--- config.mk ---
export PLATFORM = sky130hd
export DESIGN_NAME = otg_vbus_monitor_control
export DESIGN_NICKNAME = d
export VERILOG_FILES = /design/src/hdl/otg_mon_pkg.sv /design/src/hdl/cmp_channel.sv /design/src/hdl/ext_ind_decode.sv /design/src/hdl/otg_vbus_monitor_control.sv
export SDC_FILE = /design/constraint.sdc
export NUM_CORES = 1
export LEC_CHECK = 0
export ABC_AREA = 0
export BUFFER_PORTS_ARGS = -buffer_cell sky130_fd_sc_hd__buf_2
export CORE_MARGIN = 3
export CORE_UTILIZATION = 25
export CTS_BUF_LIST = sky130_fd_sc_hd__clkbuf_4 sky130_fd_sc_hd__clkbuf_8
export DETAILED_ROUTE_END_ITERATION = 12
export HOLD_SLACK_MARGIN = 0.03
export SKIP_LAST_GASP = 1
export SLEW_MARGIN = 20
export SYNTH_ARGS = -nofsm -noshare
export SYNTH_HDL_FRONTEND = slang
export SYNTH_SLANG_ARGS = --single-unit
--- constraint.sdc ---
create_clock -name sys_clk -period 0.9 [get_ports sys_clk]
set_input_delay 0.045 -clock sys_clk [delete_from_list [all_inputs] [get_ports sys_clk]]
set_output_delay 0.045 -clock sys_clk [all_outputs]
set_load 0.05 [all_outputs]
--- src/hdl/otg_mon_pkg.sv ---
// constants shared by the bus-monitor and charger-control design files
package otg_mon_pkg;
  // clock period of sys_clk in ns
  localparam int          CLK_PERIOD_NS    = 100;
  // channel count and channel positions in the comparator vectors
  localparam int          CH_N             = 4;
  localparam int          CH_BV            = 0;
  localparam int          CH_SV            = 1;
  localparam int          CH_SE            = 2;
  localparam int          CH_VD            = 3;
  // field widths
  localparam int          LS_W             = 2;
  localparam int          LVL_W            = 2;
  // line state code in which data-voltage detect may assert
  localparam logic [1:0]  LS_SE0           = 2'h0;
  // regulator level used outside serial mode
  localparam logic [1:0]  REG_LEVEL_NORMAL = 2'h0;
  // external bus-valid indicator pin is strapped high
  localparam logic        EXT_IND_LEVEL    = 1'h1;
  // values after reset
  localparam logic        RST_OFF          = 1'h0;
  localparam logic [1:0]  RST_LS           = 2'h0;
  // only the session valid comparator keeps running with both enables clear
  localparam logic [3:0]  KEEP_ALIVE_MASK  = 4'h2;
endpackage

--- src/hdl/cmp_channel.sv ---
// one comparator channel: enable gating, status, change and interrupt events
module cmp_channel
  import otg_mon_pkg::*;
(
  // clock and reset
  input  wire logic sys_clk,
  input  wire logic rst_n,
  // comparator and enables
  input  wire logic raw,
  input  wire logic rise_en,
  input  wire logic fall_en,
  input  wire logic keep_alive,
  // results
  output logic      sts_q,
  output logic      change_q,
  output logic      irq_q
);
  // comparator is powered while any enable is set, or when it must stay alive
  wire logic active = rise_en | fall_en | keep_alive;
  // a disabled comparator reads zero
  wire logic cur    = active & raw;
  // edges against the last reported status
  wire logic rise   = cur & ~sts_q;
  wire logic fall   = ~cur & sts_q;

  // status, change and interrupt flops
  always_ff @(posedge sys_clk or negedge rst_n) begin
    if (!rst_n) begin
      sts_q    <= RST_OFF;
      change_q <= RST_OFF;
      irq_q    <= RST_OFF;
    end else begin
      sts_q    <= cur;
      change_q <= rise | fall;
      irq_q    <= (rise & rise_en) | (fall & fall_en);
    end
  end
endmodule

--- src/hdl/ext_ind_decode.sv ---
// bus-valid source selection for the status command encoding
module ext_ind_decode
  import otg_mon_pkg::*;
(
  // selection controls
  input  wire logic use_ext,
  input  wire logic pass_thru,
  input  wire logic complement,
  // internal comparator status
  input  wire logic internal_valid,
  // encoded value
  output logic      bus_valid_enc
);
  // pass-through uses the strapped indicator, possibly inverted
  wire logic thru_val = EXT_IND_LEVEL ^ complement;
  // without pass-through the comparator is qualified, or forced low
  wire logic qual_val = complement ? 1'h0 : internal_valid;
  // external logic off selects the comparator directly
  assign bus_valid_enc = use_ext ? (pass_thru ? thru_val : qual_val) : internal_valid;
endmodule

--- src/hdl/otg_vbus_monitor_control.sv ---
// power-bus monitor, pulsing, supply switch and charger-detect control
// Summary of operation
// - comparator outputs readable as status bits
// - session end reads 1 below threshold
// - session end disabled reads 0
// - status command on every session valid change
// - session valid enables gate interrupts only
// - bus valid disabled reads 0
// - external logic off uses internal comparator
// - external indicator decode table
// - external indicator logic off after reset
// - discharge pull-down follows control bit
// - charge pull-up follows control bit
// - supply switch is OR of drive bits
// - drive bits cleared at reset
// - serial mode sets level, hides line state
// - data voltage detect only in SE0
// - data voltage detect interrupts in all modes
// - charger detection works while suspended
// - weak pull-ups off while chip reset low
module otg_vbus_monitor_control (
  // clock and reset
  input  wire logic                          sys_clk,
  input  wire logic                          rst_n,
  input  wire logic                          chip_reset_n,
  // analog comparator outputs
  input  wire logic                          bus_valid_cmp,
  input  wire logic                          session_valid_cmp,
  input  wire logic                          session_end_cmp,
  input  wire logic                          data_voltage_detect,
  input  wire logic [otg_mon_pkg::LS_W-1:0]  line_state,
  // interrupt enables, one bit per channel
  input  wire logic [otg_mon_pkg::CH_N-1:0]  int_rise_en,
  input  wire logic [otg_mon_pkg::CH_N-1:0]  int_fall_en,
  // external indicator settings
  input  wire logic                          use_ext_valid_ind,
  input  wire logic                          ind_pass_thru,
  input  wire logic                          ind_complement,
  // otg control bits
  input  wire logic                          power_rail_discharge,
  input  wire logic                          power_rail_charge,
  input  wire logic                          supply_drive_req,
  input  wire logic                          ext_supply_drive_req,
  // mode and power management
  input  wire logic                          serial_mode,
  input  wire logic [otg_mon_pkg::LVL_W-1:0] serial_mode_reg_level,
  input  wire logic                          suspend_n,
  // charger detection controls
  input  wire logic                          data_volt_source_en,
  input  wire logic                          data_current_sink_en,
  input  wire logic                          contact_detect_en,
  input  wire logic                          host_charger_en,
  input  wire logic                          plus_line_pulldown,
  input  wire logic                          minus_line_pulldown,
  input  wire logic                          plus_weak_pullup_req,
  input  wire logic                          minus_weak_pullup_req,
  // interrupt status bits
  output logic                               bus_valid_sts,
  output logic                               session_valid_sts,
  output logic                               session_end_sts,
  output logic                               data_voltage_detect_sts,
  // status command towards the link
  output logic                               rx_cmd_req_q,
  output logic                               rx_bus_valid_q,
  output logic                               rx_sess_valid_q,
  output logic                               rx_sess_end_q,
  // interrupt event towards the link
  output logic                               int_event_q,
  output logic [otg_mon_pkg::CH_N-1:0]       int_source_q,
  // analog controls
  output logic                               discharge_en_q,
  output logic                               charge_en_q,
  output logic                               supply_switch_en,
  output logic [otg_mon_pkg::LVL_W-1:0]      reg_level_q,
  output logic [otg_mon_pkg::LS_W-1:0]       pin_line_state_q,
  output logic                               line_state_shown_q,
  output logic                               volt_source_on_q,
  output logic                               current_sink_on_q,
  output logic                               contact_detect_on_q,
  output logic                               host_charger_on_q,
  output logic                               plus_pulldown_on_q,
  output logic                               minus_pulldown_on_q,
  output logic                               plus_weak_pullup_q,
  output logic                               minus_weak_pullup_q
);
  import otg_mon_pkg::*;

  // raw comparator vector, one entry per channel
  wire logic [CH_N-1:0] raw_v;
  // registered per-channel status, change and interrupt events
  wire logic [CH_N-1:0] sts_v;
  wire logic [CH_N-1:0] chg_v;
  wire logic [CH_N-1:0] irq_v;
  // external logic enable; starts off
  logic                 ext_sel_q;
  // decoded bus-valid value for the command encoding
  wire logic            bus_valid_enc;
  // next command field values
  wire logic [2:0]      rx_fields_d;
  wire logic [2:0]      rx_fields_q;
  // supply switch enable register
  logic                 supply_switch_q;
  // data voltage detect qualified by line state
  wire logic            vdat_qual;

  // detect only while both line-state bits are low
  // line state qualification
  assign vdat_qual = data_voltage_detect & (line_state == LS_SE0);

  // gather comparators into the channel vector
  assign raw_v[CH_BV] = bus_valid_cmp;
  assign raw_v[CH_SV] = session_valid_cmp;
  assign raw_v[CH_SE] = session_end_cmp;
  assign raw_v[CH_VD] = vdat_qual;

  // one channel per comparator; session valid is never powered down
  // edge interrupts per channel
  genvar ch;
  generate
    for (ch = 0; ch < CH_N; ch = ch + 1) begin : g_ch
      cmp_channel u_ch (
        .sys_clk    (sys_clk),
        .rst_n      (rst_n),
        .raw        (raw_v[ch]),
        .rise_en    (int_rise_en[ch]),
        .fall_en    (int_fall_en[ch]),
        .keep_alive (KEEP_ALIVE_MASK[ch]),
        .sts_q      (sts_v[ch]),
        .change_q   (chg_v[ch]),
        .irq_q      (irq_v[ch])
      );
    end
  endgenerate

  // status bits come from the channel flops
  // comparator status readable
  assign bus_valid_sts           = sts_v[CH_BV];
  assign session_valid_sts       = sts_v[CH_SV];
  assign session_end_sts         = sts_v[CH_SE];
  assign data_voltage_detect_sts = sts_v[CH_VD];

  // external indicator decode
  // internal source by default
  ext_ind_decode u_dec (
    .use_ext        (ext_sel_q),
    .pass_thru      (ind_pass_thru),
    .complement     (ind_complement),
    .internal_valid (sts_v[CH_BV]),
    .bus_valid_enc  (bus_valid_enc)
  );

  // command fields: bus valid, session valid, session end
  assign rx_fields_d = {bus_valid_enc, sts_v[CH_SV], sts_v[CH_SE]};
  assign rx_fields_q = {rx_bus_valid_q, rx_sess_valid_q, rx_sess_end_q};

  // external selection follows the link setting, but is off after reset
  // selection off at reset
  always_ff @(posedge sys_clk or negedge rst_n) begin
    if (!rst_n) begin
      ext_sel_q <= RST_OFF;
    end else begin
      ext_sel_q <= use_ext_valid_ind;
    end
  end

  // status command: a one-cycle request whenever any field changes
  // command on session valid change
  always_ff @(posedge sys_clk or negedge rst_n) begin
    if (!rst_n) begin
      rx_cmd_req_q    <= RST_OFF;
      rx_bus_valid_q  <= RST_OFF;
      rx_sess_valid_q <= RST_OFF;
      rx_sess_end_q   <= RST_OFF;
    end else begin
      rx_cmd_req_q    <= (rx_fields_d != rx_fields_q);
      rx_bus_valid_q  <= rx_fields_d[2];
      rx_sess_valid_q <= rx_fields_d[1];
      rx_sess_end_q   <= rx_fields_d[0];
    end
  end

  // interrupt events; not gated by suspend so they work in low power too
  // interrupts in all modes
  always_ff @(posedge sys_clk or negedge rst_n) begin
    if (!rst_n) begin
      int_event_q  <= RST_OFF;
      int_source_q <= '0;
    end else begin
      int_event_q  <= |irq_v;
      int_source_q <= irq_v;
    end
  end

  // pulsing resistors follow their control bits
  // discharge pull-down
  always_ff @(posedge sys_clk or negedge rst_n) begin
    if (!rst_n) begin
      discharge_en_q <= RST_OFF;
      charge_en_q    <= RST_OFF;
    end else begin
      discharge_en_q <= power_rail_discharge;
      charge_en_q    <= power_rail_charge;
    end
  end

  // supply switch: either drive bit asserts it, both clear at reset
  // OR of drive bits
  always_ff @(posedge sys_clk or negedge rst_n) begin
    if (!rst_n) begin
      supply_switch_q <= RST_OFF;
    end else begin
      supply_switch_q <= supply_drive_req | ext_supply_drive_req;
    end
  end
  assign supply_switch_en = supply_switch_q;

  // serial mode: regulator level switches and line state leaves the pins
  // serial mode effects
  always_ff @(posedge sys_clk or negedge rst_n) begin
    if (!rst_n) begin
      reg_level_q        <= REG_LEVEL_NORMAL;
      pin_line_state_q   <= RST_LS;
      line_state_shown_q <= RST_OFF;
    end else begin
      reg_level_q        <= serial_mode ? serial_mode_reg_level : REG_LEVEL_NORMAL;
      pin_line_state_q   <= serial_mode ? RST_LS : line_state;
      line_state_shown_q <= ~serial_mode;
    end
  end

  // charger controls pass straight through; suspend_n is deliberately
  // ignored so detection keeps working in low power mode. the link owns
  // the mode combinations, this block does not police them.
  // active while suspended
  always_ff @(posedge sys_clk or negedge rst_n) begin
    if (!rst_n) begin
      volt_source_on_q    <= RST_OFF;
      current_sink_on_q   <= RST_OFF;
      contact_detect_on_q <= RST_OFF;
      host_charger_on_q   <= RST_OFF;
      plus_pulldown_on_q  <= RST_OFF;
      minus_pulldown_on_q <= RST_OFF;
    end else begin
      volt_source_on_q    <= data_volt_source_en;
      current_sink_on_q   <= data_current_sink_en;
      contact_detect_on_q <= contact_detect_en;
      host_charger_on_q   <= host_charger_en;
      plus_pulldown_on_q  <= plus_line_pulldown;
      minus_pulldown_on_q <= minus_line_pulldown;
    end
  end

  // weak pull-ups are forced off while the chip reset pin is low
  // pull-ups off in reset
  always_ff @(posedge sys_clk or negedge rst_n) begin
    if (!rst_n) begin
      plus_weak_pullup_q  <= RST_OFF;
      minus_weak_pullup_q <= RST_OFF;
    end else begin
      plus_weak_pullup_q  <= chip_reset_n & plus_weak_pullup_req;
      minus_weak_pullup_q <= chip_reset_n & minus_weak_pullup_req;
    end
  end
endmodule

Word-level counts from Yosys, hierarchy flattened:

Cells that the tools add are included.

* bits in read-only memories: 0
* output and inout port bits: 29
* bits in latches: 0
* register bits: 34
* word-level logic and storage cells: 77
* bits in writable memories: 0
* memories: 0
* input port bits: 36

* magnitude comparators: 0
* multiplexer cells: 5
* bitwise gates (word level): 40
* equal/unequal tests: 1
* shifts and indexed selects: 0
* $mul: 0
* add/subtract/negate cells: 0
* divide/modulo/power cells: 0
* reduce and logical (&&, ||, !) cells: 2

Operators by type and width (number)
* AND 1 bit: 22
* inverter 1 bit: 10
* OR 1 bit: 8
* 2-to-1 mux 2 bit: 2
* OR reduction 4 bit: 1
* 2-to-1 mux 1 bit: 3
* inequality test 3 bit: 1
* logical NOT 2 bit: 1

Longest topological paths before layout:

* word-level depth: 7
* depth in mapped cells: 3
* depth with buffers taken out: 3

By module:

A second synthesis with hierarchy kept.

* cell total of the unflattened synthesis: 84
* area total of the unflattened synthesis: 1292.5 um2

Modules (own cells, without submodules)
* otg_vbus_monitor_control: cells an instance 42, sequential area each 650.6 um2, instances 1, area an instance 752.0 um2
* cmp_channel: cells an instance 10, sequential area each 75.1 um2, instances 4, area an instance 132.6 um2
* ext_ind_decode: cells an instance 2, sequential area each 0.0 um2, instances 1, area an instance 10.0 um2

Worst setup path after synthesis:

Ideal clock, no wire load.

* path kind: register -> register
* from: register g_ch[1].u_ch.sts_q
* to: register rx_cmd_req_q
* path buffers: 0
* library setup time: 0.128 ns
* period minus slack after synthesis: 1.159 ns
* cell stages (with the launch flop): 4
* required time: 0.772 ns
* arrival: 1.031 ns
* path slack: -0.259 ns
* path through: dfrtp_1 > xor2_1 > a31oi_1 > nand3_1

* cells in the longest elaborated chain, start to end: 1

RTL lines
* start: declaration: line cmp_channel.sv:14 `output logic sts_q,`
* start signal: assignment: line cmp_channel.sv:33 `sts_q <= cur;`
* inequality test 3 bit: line otg_vbus_monitor_control.sv:175 `rx_cmd_req_q <= (rx_fields_d != rx_fields_q);`
* end signal: assignment: line otg_vbus_monitor_control.sv:175
* end: declaration: line otg_vbus_monitor_control.sv:63 `output logic rx_cmd_req_q,`

Every way passes these cells.

Final worst setup path:

* from: register g_ch[2].u_ch.irq_q
* to: register int_event_q

* cells in the longest elaborated chain, start to end: 1

RTL lines
* start: declaration: line cmp_channel.sv:16 `output logic irq_q`
* start signal: assignment: line cmp_channel.sv:35 `irq_q <= (rise & rise_en) | (fall & fall_en);`
* OR reduction 4 bit: line otg_vbus_monitor_control.sv:189 `int_event_q <= |irq_v;`
* end signal: assignment: line otg_vbus_monitor_control.sv:189
* end: declaration: line otg_vbus_monitor_control.sv:68 `output logic int_event_q,`

Every way passes these cells.

==> out/metrics.sh <==
STATUS='complete, but fails checks'
VIOLATED_CHECKS='setup timing'
LARGEST_FANOUT_ON_THE_CRITICAL_PATH=2
LAYOUT_MIN_CYCLE_TIME_PS=1020
CLOCK_SINKS=34
RELSLEWSLACK_PCT=77.0
YOSYS.CELL_TYPES.COUNT=19
CORE_AREA_SQ_UM=3850
MIN_PERIOD_OVER_PERIOD_PCT=113
CELLS_ALONG_THE_CRITICAL_PATH='or4_1'
VIASPERCELL=4.08
SETUP_SLACK_PS=-116
DIE_AREA_SQ_UM=5010
R2R_SLACK_PS=-120
SLOWEST_DELAY_PS=510
IR_WORST_VDD_mV=0.778
SYNTHESIS.INSTANCES=67
ANTENNA_CELLS=0
INITIAL_CORE_UTIL_PCT=27.2
SYNTHESIS.AREA_PER_INSTANCE_SQ_UM=15.7
FINAL_SETUP_SKEW_PS=3.96
REPORT.POWER.TOTAL_W=0.00417
VIAS_IN_THE_FIRST_GLOBAL_ROUTE=1034
DIE_Y_UM=70.8
VIAS=923
POST-DP-HPWL_MM=1.89
CTS_ROOT_BUFFER='sky130_fd_sc_hd__clkbuf_8'
GRT_FIRST_PASS_WIRELENGTH_MM=4.65
MAX-CAP-VIOLATIONS=0
HOLD_WS_PS=51.0
PLACE.GP.CONGESTION=0.723
CLK_PATH_BUF_DEPTH=2
DRT_ITER0_DRC=30
CRIT_PATH_START_KIND='flop'
TOTAL_ROUTING_USAGE_REPORTED_BY_GLOBAL_ROUTING_PCT=12.2
R2R.WORST_PATH.CELLS=1
SYNTH_SEQUENTIAL_AREA_RATIO_PCT=81.0
UNREPAIRED_SETUP_ENDPOINTS_AFTER_GLOBAL_ROUTING='yes'
ROUTE.ANTENNA.REMAINING_NETS=0
REMAINING_DRC_ERRORS=0
TIMING.CRITICAL_PATH.TO_TYPE='flop'
H_TREE_LEVELS=2
MAXSLEWVIOLCOUNT=0
TIMING_WORST_SETUP_PATH_TYPE='reg2reg'
POWER_DENSITY_nW_PER_UM2=1940
CRIT_CELLS=1
ROW_COUNT=22
DRIVE_ABOVE_1_SHARE_PCT=48.9
WHS_PATH_DEPTH=3
DATA_REQUIRED_TIME_OF_THE_WORST_PATH_PS=1050
SYNTH_WARNINGS=0
POWER.STATIC_LEAKAGE_nW=1.05
CLK_LATENCY_PS=270
TIMING.FMAX_MHz=984
CLK_TRANSITION_REPORTED_PATHS_PS=70
TIGHTESTPINTRANSITION_PS=345
ANTENNA_FOUND_INITIAL=0
CRIT_PATH_TOP_DELAY_CELL='sky130_fd_sc_hd__or4_1'
PATH_DELAY_FAMILY='simple AND/OR/NAND/NOR gates'
SYN_TO_FINAL_GROWTH_PCT=104
FINAL_CORE_UTIL_PCT=55.7
WORST-PATH-BUF-INV=0
CP.ARRIVAL_PS=1170
NFILLCELLS=334
CHIPWIDTH_UM=70.8
MIN_TO='g_ch[3].u_ch.sts_q'
CTS_MADE_BUFFERS=5
MAPPEDNETLISTAREA_SQ_UM=1050
IO_BUFFERS=63
TRITONCTS='yes'
POST_DRT_WL_PER_CELL_UM=12.9
YS_SEQ_ELEMENTS=34
HOLD_CLASS='in2reg'
LENGTH_OF_THE_FIRST_DETAILED_ROUTING_PASS_IN_ITERATIONS=4
FINAL_NETS=213
TOTALWIRELENGTH_MM=2.92
TOTAL_GRT_OVERFLOW=0
MIN-DELAY-START='line_state[0]'
MAPPEDNETLISTNETS=103
REGTOREGSTARTPOINT='g_ch[2].u_ch.irq_q'
SETUP_VIOL=6
TIMING_HOLD_VIOLATIONS_FINAL=0
FLOORPLAN.IO_PINS=65
GRT_START_MAX_NET_PINS=22
TIMING.RR.END='int_event_q'
-- power by group --
group | total (W) | switching (W) | internal (W)
Sequential | 0.00168 | 0.0000564 | 0.00162
Clock | 0.00169 | 0.000511 | 0.00118
Combinational | 0.000794 | 0.000435 | 0.000359
Total | 0.00417 | 0.00100 | 0.00316
-- layout by cell type (no fill, tap or decap), types with 3 or more instances in the layout --
master,count
sky130_fd_sc_hd__and2_1,4
sky130_fd_sc_hd__buf_2,34
sky130_fd_sc_hd__buf_4,9
sky130_fd_sc_hd__buf_6,24
sky130_fd_sc_hd__clkbuf_8,6
sky130_fd_sc_hd__dfrtp_1,28
sky130_fd_sc_hd__dfrtp_2,6
sky130_fd_sc_hd__dlygate4sd3_1,32
sky130_fd_sc_hd__nand2_1,6
sky130_fd_sc_hd__o22ai_1,3
-- metal layers --
metal	up-vias	track usage (%)	routed length, um
met5	-	0	0
met4	0	7.52	56
met3	5	2.27	139
met2	37	22.7	1720
met1	437	12.4	1000
li1	444	-	-
-- final cells by class --
class / count / area, sq um / share of cell area (%)
timing repair buffer: 103 / 886 / 41.3
multi-input combinational: 32 / 195 / 9.10
inverter: 1 / 3.75 / 0.175
clock buffer: 6 / 82.6 / 3.85
tap: 48 / 60.1 / 2.80
sequential: 34 / 858 / 40.0
clock inverter: 2 / 60.1 / 2.80
-- cell usage after synthesis (all sizes together) --
| library cell | count | area [sq um] |
|---|---|---|
| o22ai | 3 | 18.8 |
| a21oi | 3 | 18.8 |
| nand2 | 6 | 22.5 |
| nand3b | 1 | 7.51 |
| or2 | 1 | 6.26 |
| o21a | 2 | 15.0 |
| and2 | 4 | 25.0 |
| xor2 | 2 | 17.5 |
| nor2 | 1 | 3.75 |
| or4 | 1 | 7.51 |
| a31oi | 1 | 6.26 |
| o21ai | 1 | 5.00 |
| o211a | 1 | 10.0 |
| inv | 1 | 3.75 |
| dfrtp | 34 | 851 |
| a211o | 1 | 8.76 |
| nor2b | 2 | 12.5 |
| nand3 | 2 | 10.0 |
-- repair_timing --
| action | in CTS | in global routing |
|---|---|---|
| hold endpoints to repair | 59 | 1 |
| setup endpoints to repair | 27 | 29 |
| hold buffers | 31 | 1 |
| pin swaps | 0 | 2 |
| buffers inserted | 2 | 3 |
| resized for setup | 38 | 23 |
-- worst max-delay path by stage --
stage / startpoint / endpoint
after floorplan: rx_sess_valid_q / rx_cmd_req_q
after global placement: g_ch[1].u_ch.irq_q / int_event_q
after detailed placement: g_ch[1].u_ch.irq_q / int_event_q
after CTS: g_ch[1].u_ch.irq_q / int_event_q
after global routing: rx_sess_valid_q / rx_cmd_req_q
final: g_ch[2].u_ch.irq_q / int_event_q
-- metrics by stage --
step	TNS (ps)	std cells	cell area [sq um]	setup slack, ps
2_1_floorplan	-203	67	1060	-125
3_3_place_gp	-84.0	181	1470	-84.0
3_5_place_dp	-186	181	1470	-134
4_1_cts	-549	222	2050	-127
5_1_grt	-945	226	2150	-172
6_report	-410	226	2150	-116
-- sequential cells by signal (all words and copies together), names as in the netlist, 2 cells and up --
register / count
g_ch.u_ch.sts_q: 4
reg_level_q: 2
g_ch.u_ch.irq_q: 4
int_source_q: 4
pin_line_state_q: 2
-- logic make-up after synthesis --
| group | synth area share, % |
|---|---|
| flip-flops | 81.0 |
| AO/OA/AOI/OAI | 7.87 |
| buffers and inverters | 0.357 |
| AND/OR/NAND/NOR | 9.06 |
| XOR/XNOR | 1.67 |
No activity file was read; power rests on OpenSTA's default activity.
